File: src/verilog/pps_pkg.sv
// shared constants and types for the power sequencer
package pps_pkg;
	// ---------------------------------------------------------------
	// timing
	// ---------------------------------------------------------------
	localparam int CLK_HZ = 40000000;
	localparam int TICK_HZ = 32768;
	localparam int TICK_DIV = CLK_HZ / TICK_HZ;
	localparam int RESET_HOLD_MS = 120;
	localparam int SOFT_ASSERT_MS = 80;
	localparam int SOFT_OFF_MS = 320;
	localparam int BAT_OK_MS = 100;
	localparam int STEP_TICKS = 64;
	// least times round up in ticks
	localparam int RESET_HOLD_TK = (RESET_HOLD_MS * TICK_HZ + 999) / 1000;
	localparam int SOFT_ASSERT_TK = (SOFT_ASSERT_MS * TICK_HZ + 999) / 1000;
	localparam int SOFT_OFF_TK = (SOFT_OFF_MS * TICK_HZ + 999) / 1000;
	localparam int BAT_OK_TK = (BAT_OK_MS * TICK_HZ + 999) / 1000;
	localparam int CNT_W = 16;
	localparam int DIV_W = 11;
	// ---------------------------------------------------------------
	// rails, thresholds, faults and states
	// ---------------------------------------------------------------
	localparam int NUM_STEPS = 8;
	localparam logic [3:0] BAT_THR_RST = 4'h0;
	localparam logic [3:0] RAIL_THR_RST = 4'h0;
	typedef struct packed {
		logic reference;
		logic buckThree;
		logic linregTwo;
		logic buckOneTwo;
		logic linregSystem;
		logic linregFive;
		logic linregThree;
		logic linregFour;
	} pps_rails_type;
	typedef struct packed {
		logic underVoltage;
		logic thermalShutdown;
		logic overCurrent;
		logic systemRailLow;
		logic batteryRelease;
	} pps_faults_type;
	typedef enum logic [2:0] {
		ST_OFF, ST_SEQ, ST_ON, ST_SOFT_WAIT, ST_SOFT_OFF, ST_STANDBY
	} pps_state_type;
endpackage : pps_pkg

File: src/verilog/pps_power_sequencer.sv
// power-on/off sequencer of the power management device
// How it works
// - power up on button, external or charger
// - button start is aligned to 32 kHz tick
// - button echo is inverse of button
// - rails enable in fixed documented order
// - reset releases 120 ms after system rail
// - hold alone never starts power-on
// - all requests and hold low: rails off
// - hold low while button high: soft reset
// - soft reset: 80 ms delay with reset released, then 320 ms off and restart
// - standby bit keeps buck three on
// - button or external wakes from standby
// - undervoltage clears standby bit
// - soft reset, rail, overcurrent: full off
// - undervoltage turns everything off
// - thermal off, restart if request present
// - battery ok 100 ms after detector release
// - battery threshold register, default code
// - rail detector holds reset, 120 ms release
// - rail drop: all off, restart if request
// - rail detector threshold register driven
`timescale 1ns/10ps
module pps_power_sequencer (
	input wire logic clock,
	input wire logic sys_rst,
	input wire logic power_button_in,
	input wire logic ext_power_request_in,
	input wire logic charger_rapid_in,
	input wire logic power_hold_in,
	input wire pps_pkg::pps_faults_type faults_in,
	input wire logic standby_set,
	input wire logic [3:0] bat_thr_wr,
	input wire logic bat_thr_we,
	input wire logic [3:0] rail_thr_wr,
	input wire logic rail_thr_we,
	output pps_pkg::pps_rails_type rails_en,
	output logic button_echo_n_o,
	output logic button_echo_n_oe,
	output logic system_reset_out_n_o,
	output logic system_reset_out_n_oe,
	output logic battery_ok_out_o,
	output logic battery_ok_out_oe,
	output logic standby_bit,
	output logic [3:0] bat_threshold,
	output logic [3:0] rail_threshold
);
	// ---------------------------------------------------------------
	// input synchronisers
	// ---------------------------------------------------------------
	localparam int NSYNC = 9;
	logic [NSYNC-1:0] syncA_reg;
	logic [NSYNC-1:0] syncB_reg;
	logic btn, ext, chg, hold, uvlo, hot, ocp, railLow, batRel;
	always_ff @(posedge clock) begin
		if (sys_rst) begin
			syncA_reg <= '0;
			syncB_reg <= '0;
		end else begin
			syncA_reg <= {power_button_in, ext_power_request_in,
				charger_rapid_in, power_hold_in, faults_in};
			syncB_reg <= syncA_reg;
		end
	end
	assign {btn, ext, chg, hold, uvlo, hot, ocp, railLow, batRel} = syncB_reg;
	logic btnPrev_reg, extPrev_reg, chgPrev_reg, holdPrev_reg;
	always_ff @(posedge clock) begin
		if (sys_rst) begin
			btnPrev_reg <= 1'b0;
			extPrev_reg <= 1'b0;
			chgPrev_reg <= 1'b0;
			holdPrev_reg <= 1'b0;
		end else begin
			btnPrev_reg <= btn;
			extPrev_reg <= ext;
			chgPrev_reg <= chg;
			holdPrev_reg <= hold;
		end
	end
	// hold is deliberately absent from the wake term
	logic wakeEdge, request, holdFall;
	assign wakeEdge = (btn & ~btnPrev_reg) | (ext & ~extPrev_reg)
		| (chg & ~chgPrev_reg);
	assign request = btn | ext | chg;
	assign holdFall = ~hold & holdPrev_reg;

	// ---------------------------------------------------------------
	// 32 kHz tick
	// ---------------------------------------------------------------
	logic [pps_pkg::DIV_W-1:0] div_reg;
	logic tick_reg;
	always_ff @(posedge clock) begin
		if (sys_rst) begin
			div_reg <= '0;
			tick_reg <= 1'b0;
		end else if (div_reg == pps_pkg::DIV_W'(pps_pkg::TICK_DIV - 1)) begin
			div_reg <= '0;
			tick_reg <= 1'b1;
		end else begin
			div_reg <= div_reg + 1'b1;
			tick_reg <= 1'b0;
		end
	end

	// ---------------------------------------------------------------
	// sequencer state
	// ---------------------------------------------------------------
	pps_pkg::pps_state_type state_reg;
	logic [pps_pkg::CNT_W-1:0] cnt_reg;
	logic [2:0] step_reg;
	logic pending_reg;
	logic fatal;
	// faults force a full off; no standby afterwards
	assign fatal = uvlo | hot | ocp | (railLow & ~system_reset_out_n_oe
		& state_reg == pps_pkg::ST_ON);
	// a wake seen between ticks waits for the next tick
	always_ff @(posedge clock) begin
		if (sys_rst)
			pending_reg <= 1'b0;
		else if (tick_reg || fatal)
			pending_reg <= 1'b0;
		else if (wakeEdge)
			pending_reg <= 1'b1;
	end
	logic startNow;
	assign startNow = tick_reg & (pending_reg | wakeEdge
		| (request & state_reg == pps_pkg::ST_OFF));
	always_ff @(posedge clock) begin
		if (sys_rst) begin
			state_reg <= pps_pkg::ST_OFF;
			cnt_reg <= '0;
			step_reg <= '0;
		end else if (fatal) begin
			state_reg <= pps_pkg::ST_OFF;
			cnt_reg <= '0;
			step_reg <= '0;
		end else begin
			unique case (state_reg)
				pps_pkg::ST_OFF, pps_pkg::ST_STANDBY: begin
					if (startNow && !uvlo && !hot) begin
						state_reg <= pps_pkg::ST_SEQ;
						cnt_reg <= '0;
						step_reg <= '0;
					end
				end
				pps_pkg::ST_SEQ: begin
					if (tick_reg) begin
						if (cnt_reg == pps_pkg::CNT_W'(pps_pkg::STEP_TICKS - 1)) begin
							cnt_reg <= '0;
							if (step_reg == 3'(pps_pkg::NUM_STEPS - 1))
								state_reg <= pps_pkg::ST_ON;
							else
								step_reg <= step_reg + 1'b1;
						end else
							cnt_reg <= cnt_reg + 1'b1;
					end
				end
				pps_pkg::ST_ON: begin
					if (holdFall && btn) begin
						state_reg <= pps_pkg::ST_SOFT_WAIT;
						cnt_reg <= '0;
					end else if (!request && !hold && !holdPrev_reg
							&& system_reset_out_n_oe == 1'b0) begin
						state_reg <= standby_bit ? pps_pkg::ST_STANDBY
							: pps_pkg::ST_OFF;
					end
				end
				pps_pkg::ST_SOFT_WAIT: begin
					if (hold)
						state_reg <= pps_pkg::ST_ON;
					else if (tick_reg) begin
						if (cnt_reg == pps_pkg::CNT_W'(pps_pkg::SOFT_ASSERT_TK - 1)) begin
							state_reg <= pps_pkg::ST_SOFT_OFF;
							cnt_reg <= '0;
						end else
							cnt_reg <= cnt_reg + 1'b1;
					end
				end
				pps_pkg::ST_SOFT_OFF: begin
					if (tick_reg) begin
						if (cnt_reg == pps_pkg::CNT_W'(pps_pkg::SOFT_OFF_TK - 1)) begin
							state_reg <= pps_pkg::ST_SEQ;
							cnt_reg <= '0;
							step_reg <= 3'h1;
						end else
							cnt_reg <= cnt_reg + 1'b1;
					end
				end
			endcase
		end
	end

	// ---------------------------------------------------------------
	// rail enables
	// ---------------------------------------------------------------
	// packed field order equals the enable order, reference first
	logic [pps_pkg::NUM_STEPS-1:0] railsNext;
	genvar gi;
	generate
		for (gi = 0; gi < pps_pkg::NUM_STEPS; gi++) begin : g_rail
			localparam int IDX = pps_pkg::NUM_STEPS - 1 - gi;
			always_comb begin
				unique case (state_reg)
					pps_pkg::ST_SEQ: railsNext[IDX] = (step_reg >= 3'(gi));
					pps_pkg::ST_ON: railsNext[IDX] = 1'b1;
					pps_pkg::ST_SOFT_WAIT: railsNext[IDX] = 1'b1;
					pps_pkg::ST_STANDBY: railsNext[IDX] = (gi == 1);
					default: railsNext[IDX] = 1'b0;
				endcase
			end
		end
	endgenerate
	always_ff @(posedge clock) begin
		if (sys_rst)
			rails_en <= '0;
		else if (fatal)
			rails_en <= '0;
		else
			rails_en <= railsNext;
	end

	// ---------------------------------------------------------------
	// reset output
	// ---------------------------------------------------------------
	logic [pps_pkg::CNT_W-1:0] rstCnt_reg;
	logic relCond;
	// counter restarts whenever the system rail or the detector drops
	// soft wait keeps reset released until its own delay runs out
	assign relCond = rails_en.linregSystem & ~railLow
		& (state_reg == pps_pkg::ST_SEQ || state_reg == pps_pkg::ST_ON
		|| state_reg == pps_pkg::ST_SOFT_WAIT);
	always_ff @(posedge clock) begin
		if (sys_rst || !relCond) begin
			rstCnt_reg <= '0;
			system_reset_out_n_oe <= 1'b1;
		end else if (tick_reg && system_reset_out_n_oe) begin
			if (rstCnt_reg == pps_pkg::CNT_W'(pps_pkg::RESET_HOLD_TK - 1))
				system_reset_out_n_oe <= 1'b0;
			else
				rstCnt_reg <= rstCnt_reg + 1'b1;
		end
	end
	assign system_reset_out_n_o = 1'b0;

	// ---------------------------------------------------------------
	// button echo and battery ok
	// ---------------------------------------------------------------
	always_ff @(posedge clock) begin
		if (sys_rst)
			button_echo_n_oe <= 1'b0;
		else
			button_echo_n_oe <= btn;
	end
	assign button_echo_n_o = 1'b0;
	logic [pps_pkg::CNT_W-1:0] batCnt_reg;
	always_ff @(posedge clock) begin
		if (sys_rst || !batRel) begin
			batCnt_reg <= '0;
			battery_ok_out_oe <= 1'b1;
		end else if (tick_reg && battery_ok_out_oe) begin
			if (batCnt_reg == pps_pkg::CNT_W'(pps_pkg::BAT_OK_TK))
				battery_ok_out_oe <= 1'b0;
			else
				batCnt_reg <= batCnt_reg + 1'b1;
		end
	end
	assign battery_ok_out_o = 1'b0;

	// ---------------------------------------------------------------
	// settings
	// ---------------------------------------------------------------
	always_ff @(posedge clock) begin
		if (sys_rst || uvlo)
			standby_bit <= 1'b0;
		else if (standby_set)
			standby_bit <= 1'b1;
	end
	always_ff @(posedge clock) begin
		if (sys_rst) begin
			bat_threshold <= pps_pkg::BAT_THR_RST;
			rail_threshold <= pps_pkg::RAIL_THR_RST;
		end else begin
			if (bat_thr_we)
				bat_threshold <= bat_thr_wr;
			if (rail_thr_we)
				rail_threshold <= rail_thr_wr;
		end
	end

	// ---------------------------------------------------------------
	// checks
	// ---------------------------------------------------------------
	chk_hold_only: assert property (@(posedge clock)
		disable iff (sys_rst)
		(state_reg == pps_pkg::ST_OFF && !request && !pending_reg)
		|=> state_reg != pps_pkg::ST_SEQ)
		else $error("hold alone started power-on");
	chk_echo_follows: assert property (@(posedge clock)
		disable iff (sys_rst) $rose(btn) |=> button_echo_n_oe)
		else $error("echo not pulled low");
	chk_echo_release: assert property (@(posedge clock)
		disable iff (sys_rst) $fell(btn) |=> !button_echo_n_oe)
		else $error("echo not released");
	chk_reset_with_rail: assert property (@(posedge clock)
		disable iff (sys_rst)
		!rails_en.linregSystem |=> system_reset_out_n_oe)
		else $error("reset released without system rail");
	chk_standby_buck: assert property (@(posedge clock)
		disable iff (sys_rst)
		state_reg == pps_pkg::ST_STANDBY
		##1 state_reg == pps_pkg::ST_STANDBY
		|-> rails_en == pps_pkg::pps_rails_type'(8'h40))
		else $error("standby rails wrong");
	chk_uvlo_standby: assert property (@(posedge clock)
		disable iff (sys_rst)
		uvlo |=> !standby_bit && state_reg == pps_pkg::ST_OFF)
		else $error("undervoltage not handled");
	chk_fault_off: assert property (@(posedge clock)
		disable iff (sys_rst)
		(hot || ocp) |=> rails_en == '0)
		else $error("rails on during fault");
	chk_order: assert property (@(posedge clock)
		disable iff (sys_rst)
		rails_en.buckThree |-> rails_en.reference
		|| state_reg == pps_pkg::ST_STANDBY
		|| $past(state_reg) == pps_pkg::ST_STANDBY)
		else $error("enable order broken");
	chk_bat_low: assert property (@(posedge clock)
		disable iff (sys_rst)
		!batRel |=> battery_ok_out_oe)
		else $error("battery ok without release");
	chk_start_tick: assert property (@(posedge clock)
		disable iff (sys_rst)
		(state_reg == pps_pkg::ST_SEQ
		&& $past(state_reg) != pps_pkg::ST_SEQ) |-> $past(tick_reg))
		else $error("sequence started off the tick");
	chk_soft_hold: assert property (@(posedge clock)
		disable iff (sys_rst)
		(state_reg == pps_pkg::ST_SOFT_WAIT && !system_reset_out_n_oe
		&& !railLow) |=> !system_reset_out_n_oe)
		else $error("reset dropped before soft delay");
	chk_soft_off: assert property (@(posedge clock)
		disable iff (sys_rst)
		state_reg == pps_pkg::ST_SOFT_OFF |=> rails_en == '0)
		else $error("rails on during soft reset");
	chk_rail_low_rst: assert property (@(posedge clock)
		disable iff (sys_rst) railLow |=> system_reset_out_n_oe)
		else $error("reset released with rail low");
	chk_rail_drop: assert property (@(posedge clock)
		disable iff (sys_rst)
		(railLow && !system_reset_out_n_oe
		&& state_reg == pps_pkg::ST_ON)
		|=> rails_en == '0 && state_reg == pps_pkg::ST_OFF)
		else $error("rail drop left rails on");
	chk_standby_wake: assert property (@(posedge clock)
		disable iff (sys_rst)
		(state_reg == pps_pkg::ST_STANDBY && tick_reg && !fatal
		&& btn && !btnPrev_reg) |=> state_reg == pps_pkg::ST_SEQ)
		else $error("standby did not wake");
endmodule : pps_power_sequencer

File: config.mk
export PLATFORM = sky130hd
export DESIGN_NAME = pps_power_sequencer
export DESIGN_NICKNAME = d
export VERILOG_FILES = /design/src/verilog/pps_pkg.sv /design/src/verilog/pps_power_sequencer.sv
export SDC_FILE = /design/constraint.sdc
export NUM_CORES = 1
export LEC_CHECK = 0
export ABC_AREA = 1
export BUFFER_PORTS_ARGS = -buffer_cell sky130_fd_sc_hd__buf_2
export CELL_PAD_IN_SITES_DETAIL_PLACEMENT = 1
export CELL_PAD_IN_SITES_GLOBAL_PLACEMENT = 2
export CORE_MARGIN = 1.5
export CORE_UTILIZATION = 33
export CTS_CLUSTER_DIAMETER = 50
export CTS_CLUSTER_SIZE = 24
export DETAILED_ROUTE_END_ITERATION = 10
export GPL_ROUTABILITY_DRIVEN = 0
export HOLD_SLACK_MARGIN = 0.1
export PLACE_DENSITY = 0.87
export SETUP_SLACK_MARGIN = 0.4
export SYNTH_ARGS = -nofsm -noshare
export SYNTH_HDL_FRONTEND = slang
export SYNTH_SLANG_ARGS = --single-unit
File: constraint.sdc
create_clock -name clock -period 1.8 [get_ports clock]
set_input_delay 0.27 -clock clock [delete_from_list [all_inputs] [get_ports clock]]
set_output_delay 0.27 -clock clock [all_outputs]
set_load 0.1 [all_outputs]
Word level (Yosys, flattened, before mapping):

Index checks and enable logic that the tools add are counted.

* flip-flop bits (word level): 108
* input bits: 22
* logic and storage cells: 165
* output and inout port bits: 23

* bitwise gates (word level): 27
* order comparisons: 8
* equal/unequal tests: 25
* reduce and logical (&&, ||, !) cells: 36
* multiplexer cells: 37
* $add $sub $neg: 5

Operators with widths (number)
* 2-to-1 mux 16 bit: 9
* one-hot mux 16 bit (5 select lines): 1
* adder 16 x 1 -> 16 bit (second input constant): 3
* == test 16 x 12 -> 1 bit (second input constant): 3
* 2-to-1 mux 3 bit: 16
* inequality test 2 bit (second input constant): 10
* == test 16 x 14 -> 1 bit (second input constant): 1
* == test 16 x 6 -> 1 bit (second input constant): 1
* one-hot mux 1 bit (2 select lines): 8
* one-hot mux 3 bit (5 select lines): 1
* >= comparator 3 bit (second input constant): 4
* adder 11 x 1 -> 11 bit (second input constant): 1
* == test 11 bit (second input constant): 1
* bitwise AND 1 bit: 10
* OR reduction 2 bit: 5
* == test 3 bit (second input constant): 3
* inequality test 3 bit (second input constant): 3
* OR 1 bit: 9
* one-hot mux 3 bit (3 select lines): 1
* AND reduction 9 bit: 1
* logical AND 1 bit: 8
* inverter 1 bit: 8
* AND reduction 2 bit: 4
* logical NOT 1 bit: 7
* other kinds (12): 20

Longest topological paths before layout:

Gate-level depths: netlist of run 1.

* depth after elaboration: 11
* mapped depth: 13
* depth with buffers taken out: 13

Worst setup path after synthesis of run 1:

Ideal clock, no wire load.

* kind: register to register
* from: reg button_echo_n_oe (netlist name)
* to: reg cnt_reg[0] (netlist bit)
* required time: 1.686 ns
* stages on the path, launching flop included: 10
* path slack: -0.238 ns
* path buffers: 1
* period minus slack after synthesis: 2.038 ns
* arrival time: 1.924 ns
* setup time: 0.114 ns
* cells stage by stage: dfxtp_1 > o21ai_0 > nor2_1 > nand2_1 > nand2_1 > nand2_1 > nand2_2 > buf_6 > xor2_1 > nor2_1

RTL lines
* end signal, assigned: line pps_power_sequencer.sv:155 `cnt_reg <= cnt_reg + 1'b1;`
* end signal, assigned: line pps_power_sequencer.sv:176 `cnt_reg <= cnt_reg + 1'b1;`
* end signal, assigned: line pps_power_sequencer.sv:186 `cnt_reg <= cnt_reg + 1'b1;`
* end, declared: line pps_power_sequencer.sv:109 `logic [pps_pkg::CNT_W-1:0] cnt_reg;`

Worst setup path after layout of run 1:

* from: reg cnt_reg[1] (netlist bit)
* to: reg state_reg[2]

* word-level cells in the longest chain between the ends: 3
* elaborated cells on any way between the ends: 7
* classes of those cells: eq/ne: 6; reduce/logical: 1

RTL lines
* == test 16 x 12 -> 1 bit (tied with other cells): line pps_power_sequencer.sv:172 `if (cnt_reg == pps_pkg::CNT_W'(pps_pkg::SOFT_ASSERT_TK - 1)) begin`
* inequality test 3 bit (no source line) / inequality test 2 bit (equally long branches)
* AND reduction 9 bit (no source line) *
* end signal, assigned: line pps_power_sequencer.sv:170 `state_reg <= pps_pkg::ST_ON;`
* end signal, assigned: line pps_power_sequencer.sv:173 `state_reg <= pps_pkg::ST_SOFT_OFF;`
* end signal, assigned: line pps_power_sequencer.sv:182 `state_reg <= pps_pkg::ST_SEQ;`
* end, declared: line pps_power_sequencer.sv:108 `pps_pkg::pps_state_type state_reg;`

Every way passes the cells marked *; elsewhere a longest branch is shown, timed or not.
A chain may end at the register's enable or synchronous reset.

==> reports/metrics.csv, run 1 <==
stage,metric,value,unit
worst_setup_path,crit-path cells,"inv_2, ha_4, inv_4, nor2_4, nand2_1, nor2_1, nand2_1, nand2_2, nand2_2, nor2_4, nand3_2, nand2_2, nor2_2",
worst_hold_path,Worst Hold Class,input pin to flop,
die,die area,0.01711,mm^2
worst_setup_path,most frequent CP cell,nand2_2,
synth,Post-synth EDFFs,0,
place,placed cell area,0.006090,mm^2
layout,Syn-to-layout area delta,44.53,%
die,area of the core,0.01594,mm^2
detailed_routing,Via density,4.797,
detailed_routing,routed wire length,16.43,mm
detailed_routing,via count,5406,
die,Die W,130.8,um
clock_tree,clock-pin slew on the worst setup and hold paths,0.08,ns
worst_setup_path,CP max stage cell,dfxtp_2,
worst_setup_path,Crit path max-delay family,simple AND/OR/NAND/NOR gates,
clock_tree,CTS tree,done,
sta,period utilization,90.19,%
sta,Max Slew Vio Count,0,
synth,cell count after synthesis,790,
global_routing,initial antenna violation count,0,
worst_setup_path,CP Buf/Inv Count,2,
worst_setup_path,CP endpoint kind,flop,
place,DP HPWL,10.74,mm
worst_setup_path,CP Data Arrival Time,1.89,ns
worst_setup_path,CP Launch Type,flop,
clock_tree,CTS buffer count,9,
pwr,Peak VDD IR,596.7,uV
detailed_routing,drt drc,0,
sta,RSZ-0062 raised after global routing,true,
layout,Layout Cells excl Fill,1127,
sta,clock skew after layout,0.01301,ns
place,placed insts,1064,
worst_setup_path,Crit Path Max Fanout,6,
sta,fin crit period,1.623,ns
place,Post-Place Setup Slack,0.07749,ns
place,port bufs,41,
die,FP Rows,46,
pwr,Leak Pwr,3.061,nW
worst_setup_path,max incr delay on CP,0.35,ns
synth,share of the synthesized area in the top cell type,40.10,%
sta,final hold viol count,0,
worst_setup_path,crit path kind,flop to flop,
detailed_routing,DRT Pass-1 Iters,4,
sta,setup_tns,0,ns
flow_run,max-cap violation count,0,
global_routing,GRT overflow,0,
clock_tree,deepest clock path buffer count,2,
detailed_routing,1st-iter DRT viols,205,
pwr,Power per Cell Area,1023,mW/mm^2
detailed_routing,DR WL/cell,14.58,um
layout,Nets,940,
sta,FMAX,616.0,MHz
synth,Synth area leaders,"dfxtp_1 (40%), nand2_1 (12%), nor2_1 (10%), inv_1 (6.9%), a21oi_1 (5.3%)",
detailed_routing,Final ANT Viol Nets,0,
worst_setup_path,CP Depth,13,
synth,Synth cell types,38,
synth,synthesized area per cell,6.825,um^2
layout,# fillers,1970,
layout,share of cells above drive strength 1,39.74,%
synth,Post-Syn Area,0.005391,mm^2
sta,final worst slack,0.1766,ns
global_routing,first-pass GRT wire length,25.37,mm
synth,Yosys reg bits,108,
synth,total of warnings raised by yosys,0,
die,I/O pin count,45,
die,Starting Density,33.82,%
synth,ys async rst share,0,%
layout,antenna cells,0,
synth,"count leader, synth",nand2_1,
worst_hold_path,Hold Path Cell Cnt,3,
sta,count of final setup violators,0,
clock_tree,htree depth,3,
global_routing,GRT Total Usage,18.81,%
clock_tree,CTS sink count,108,
clock_tree,Clock Latency Late Sink,0.37,ns
die,height of the chip,130.8,um
synth,largest area contributor in the netlist,dfxtp_1,
synth,"Seq/Total Area, Yosys",40.10,%
clock_tree,CTS root buf,clkbuf_16,
global_routing,vias in the first global route,5299,
synth,top_reg_cell synth,dfxtp_1,
layout,post-route design area,0.007792,mm^2
synth,Post-synth top cells,"nand2_1 (168), nor2_1 (146), dfxtp_1 (108)",
worst_setup_path,Crit path required time,2.07,ns
global_routing,largest net degree at the start of global routing,22,
outcome,status,finished clean,
worst_setup_path,Worst Reg-to-Reg Cells,13,
cells by family (layout without fill, tap and decap cells):
kind of cell	count (synthesis)	after routing	share of synthesized area (%)
other cells	1	3	0.06955
compound gates	97	97	10.12
fa+ha+maj	12	12	2.785
xor+xnor	32	32	5.198
buf+inv	124	243	9.190
flops	108	108	40.10
simple gates	416	416	32.54
layout make-up:
cell class	count	area, um^2	share of cell area (%)
clock buffers	10	229.0	2.938
clock inverters	6	53.80	0.6904
inverters	107	452.9	5.812
multi-input cells	560	3518	45.15
flip-flops and latches	108	2247	28.84
well taps	216	270.3	3.468
repair buffers	118	1001	12.85
repair inverters	2	20.02	0.2569
tightest hold or removal path, stage by stage:
cell and delay (ns):
buf_2 0.10, inv_1 0.04, nor2_1 0.03
report_power, final:
| group | internal (W) | switching, W | total [W] |
|---|---|---|---|
| combinational | 0.00133 | 0.00200 | 0.00333 |
| clock | 0.000966 | 0.000994 | 0.00196 |
| sequential | 0.00255 | 0.000144 | 0.00269 |
| total | 0.00484 | 0.00314 | 0.00798 |
path summary, 6_finish.rpt:
kind	from	to	slack (ns)
setup / recovery	cnt_reg[1]	state_reg[2]	0.18
hold / removal	faults_in[4]	syncA_reg[4]	0.12
setup reg to reg	cnt_reg[1]	state_reg[2]	0.18
hold reg to reg	syncA_reg[3]	syncB_reg[3]	0.40
routing by layer:
layer / wire (um) / vias up / track usage (%)
met5: 0 / - / 0
met4: 177 / 0 / 4.396
met3: 363 / 15 / 4.112
met2: 8554 / 47 / 33.62
met1: 7334 / 2615 / 23.05
li1: - / 2729 / -
cell usage in the layout, fill, tap and decap left out, drive strengths merged:
cell type and count:
nand3 51, buf 106, conb 3, a31oi 2
inv 110, clkbuf 17, clkinvlp 1, nand4 13
a211oi 1, nor2 148, and3 2, nor3 25
a21oi 58, nand2 171, dlygate4sd3 5, xnor2 9
or2 4, nand3b 2, dfxtp 108, o211ai 2
o31ai 1, o21a 1, ha 12, o21ai 23
o21bai 9, clkinv 4, xor2 23
timing repair:
action | CTS | global route
gates cloned | 1 | 4
gates resized for setup | 116 | 196
hold endpoints to repair | 5 | 0
hold buffers | 5 | 0
pin swaps | 21 | 63
setup buffers | 17 | 20
setup endpoints to repair | 87 | 74
per-stage QoR:
stage | total power, W | util (%) | hold WS (ns)
2_1_floorplan | 0.004272 | - | 0.3770
3_3_place_gp | 0.004852 | 38.20 | 0.3888
3_5_place_dp | 0.004865 | 38.20 | 0.4003
4_1_cts | 0.007315 | 43.27 | 0.1036
5_1_grt | 0.008403 | 48.88 | 0.1082
6_report | 0.007976 | 48.88 | 0.1190
(Power assumes the default switching activity.)
==> run 2, diff against run 1 <==
- clock period: 1.8 -> 1.75 ns (I/O delays scaled with it)
==> run 2 against run 1 <==
Against the previous run:
- global-route usage increased by 2.2 points
- sequential share of layout area decreased by 0.70 points
- sequential cell count unchanged
- utilization increased by 1.3 points
- highest routed layer unchanged
- worst hold slack got worse by 0.011 ns
- maximum frequency decreased by 6.7%
- register-to-register slack got worse by 0.17 ns
- sequential power about the same
- count of clock-buffer cells in the layout decreased by 1
==> reports/metrics.csv, run 2 (synthesis results as in run 1) <==
stage,metric,value,unit,change
detailed_routing,DR WL/cell,15.34,um,+5.2%
worst_setup_path,CP max stage cell,dfxtp_1,,
layout,share of cells above drive strength 1,41.80,%,+2.1 points
sta,count of final setup violators,0,,unchanged
global_routing,initial antenna violation count,0,,unchanged
layout,Nets,962,,+2.3%
layout,post-route design area,0.008003,mm^2,+2.7%
clock_tree,clock-pin slew on the worst setup and hold paths,0.08,ns,about the same
worst_setup_path,CP Depth,9,,-4
layout,area of the multi-input gates,0.003547,mm^2,+0.82%
worst_setup_path,most frequent CP cell,nand2_1,,
pwr,switching share of power,38.84,%,-0.49 points
flow_run,max-cap violation count,0,,unchanged
outcome,status,finished clean,,
worst_setup_path,Worst Reg-to-Reg Cells,9,,-4
detailed_routing,Via density,4.869,,+1.5%
worst_setup_path,Crit Path Max Fanout,6,,unchanged
worst_setup_path,Crit path max-delay family,simple AND/OR/NAND/NOR gates,,
layout,register area,0.002252,mm^2,+0.22%
sta,FMAX,574.7,MHz,-6.7%
worst_setup_path,CP Data Arrival Time,1.99,ns,+0.10 ns
sta,Hold WS,0.1075,ns,-0.01150 ns
die,I/O pin count,45,,unchanged
global_routing,GRT overflow,0,,unchanged
detailed_routing,drt drc,0,,unchanged
sta,clock skew after layout,0.01226,ns,-0.0007518 ns
detailed_routing,1st-iter DRT viols,235,,+15%
worst_setup_path,crit-path cells,"inv_1, nor3_1, nand3_1, nand2_1, nand3_4, inv_4, nand2_2, nand2_1, a21oi_1",,
detailed_routing,via count,5594,,+3.5%
place,placed cell area,0.006176,mm^2,+1.4%
clock_tree,deepest clock path buffer count,2,,unchanged
worst_hold_path,Worst Hold Class,input pin to flop,,
die,die area,0.01711,mm^2,unchanged
global_routing,largest net degree at the start of global routing,27,,+23%
worst_setup_path,Crit path required time,2.00,ns,-0.07 ns
die,height of the chip,130.8,um,unchanged
pwr,Clock Power Share,23.6,%,-1.0 points
worst_setup_path,max incr delay on CP,0.43,ns,+0.08 ns
clock_tree,htree depth,3,,unchanged
pwr,Leak Pwr,3.226,nW,+5.4%
die,FP Rows,46,,unchanged
detailed_routing,DRT Pass-1 Iters,4,,unchanged
die,Starting Density,33.82,%,unchanged
sta,final hold viol count,0,,unchanged
place,port bufs,41,,unchanged
pwr,Total Power,0.008340,W,+4.6%
clock_tree,CTS root buf,clkbuf_16,,
pwr,Pint,0.005101,W,+5.4%
global_routing,GRT Total Usage,21.02,%,+2.2 points
worst_hold_path,Hold Path Cell Cnt,3,,unchanged
pwr,Power per Cell Area,1042,mW/mm^2,+1.8%
worst_setup_path,crit path kind,flop to flop,,
sta,Max Slew Vio Count,0,,unchanged
detailed_routing,Final ANT Viol Nets,0,,unchanged
worst_setup_path,CP Launch Type,flop,,
layout,# fillers,1955,,-0.76%
layout,Syn-to-layout area delta,48.43,%,
clock_tree,CTS buffer count,9,,unchanged
place,DP HPWL,10.58,mm,-1.4%
pwr,Psw,0.003240,W,+3.3%
pwr,Flop pwr share,32.6,%,-1.1 points
global_routing,first-pass GRT wire length,28.21,mm,+11%
pwr,Comb pwr share,43.7,%,+2.0 points
sta,period utilization,99.43,%,+9.2 points
worst_setup_path,CP endpoint kind,flop,,
layout,"commonest cells after routing, fill and taps aside","nand2_1 (118), nor2_1 (118), buf_4 (88), inv_1 (87), dfxtp_1 (66)",,
clock_tree,CTS tree,done,,
global_routing,vias in the first global route,5709,,+7.7%
die,area of the core,0.01594,mm^2,unchanged
sta,fin crit period,1.740,ns,+0.1167 ns
worst_setup_path,CP Buf/Inv Count,2,,unchanged
clock_tree,Clock Latency Late Sink,0.36,ns,about the same
die,Die W,130.8,um,unchanged
pwr,Peak VDD IR,547.7,uV,-8.2%
sta,RSZ-0062 raised after global routing,true,,
sta,setup_tns,0,ns,unchanged
layout,antenna cells,0,,unchanged
clock_tree,CTS sink count,108,,unchanged
detailed_routing,routed wire length,17.62,mm,+7.2%
==> run 2: changes by cell type in the layout (fill, tap and decap cells not counted), sizes merged <==
| cell | previous run | this run |
|---|---|---|
| dlygate4sd3 | 5 | 4 |
| buf | 106 | 135 |
| clkinvlp | 1 | 0 |
| inv | 110 | 111 |
| clkbuf | 17 | 10 |
| clkinv | 4 | 5 |
==> run 2: worst register-to-register path: stages (launching register included) <==
cell and delay [ns]:
dfxtp_1 0.43, inv_1 0.12, nor3_1 0.32, nand3_1 0.15, nand2_1 0.13, nand3_4 0.16
inv_4 0.13, nand2_2 0.07, nand2_1 0.09, a21oi_1 0.05
==> run 2: cell type report <==
| cell class | instances | share of cell area, % |
|---|---|---|
| repair inverters | 2 | 0.3440 |
| clock inverters | 7 | 0.6098 |
| well taps | 216 | 3.377 |
| inverters | 107 | 5.394 |
| repair buffers | 140 | 14.99 |
| clock buffers | 9 | 2.814 |
| multi-input cells | 560 | 44.32 |
| flip-flops and latches | 108 | 28.14 |
==> run 2: path summary, 6_finish.rpt <==
check | from | to | slack [ns]
min | power_hold_in | syncA_reg[5] | 0.11
max reg2reg | cnt_reg[9] | cnt_reg[1] | 0.01
min reg2reg | syncA_reg[5] | syncB_reg[5] | 0.40
max | cnt_reg[9] | cnt_reg[1] | 0.01
==> run 2: power groups by stage <==
stage | Clock (W) | Combinational (W) | Sequential, W
5_1_grt | 0.00212 | 0.00390 | 0.00274
4_1_cts | 0.00202 | 0.00352 | 0.00272
6_report | 0.00197 | 0.00365 | 0.00272
2_1_floorplan | 0 | 0.00142 | 0.00302
3_3_place_gp | 0 | 0.00238 | 0.00278
3_5_place_dp | 0 | 0.00241 | 0.00279
==> run 2: through the flow <==
step / cells / setup slack, ns / utilization [%]
6_report: 1149 / 0.009930 / 50.20
5_1_grt: 1149 / -0.1034 / 50.20
4_1_cts: 1129 / 0.1457 / 47.81
3_5_place_dp: 1067 / -0.009594 / 38.74
3_3_place_gp: 1067 / 0.009725 / 38.74
2_1_floorplan: 792 / 0.2670 / -
==> run 2: per-layer routing <==
metal	GRT usage, %	up-vias	wire length [um]
met5	0	-	0
met1	26.63	2682	8047
li1	-	2775	-
met3	3.868	35	556
met4	7.304	0	453
met2	35.91	102	8562
==> run 2: timing repair <==
item,in CTS,in global routing
gates cloned,6,1
hold buffers,4,0
pin swaps,65,32
gates resized for setup,220,76
buffers inserted,36,19
setup endpoints to repair,89,69
endpoints found under the hold margin,4,0
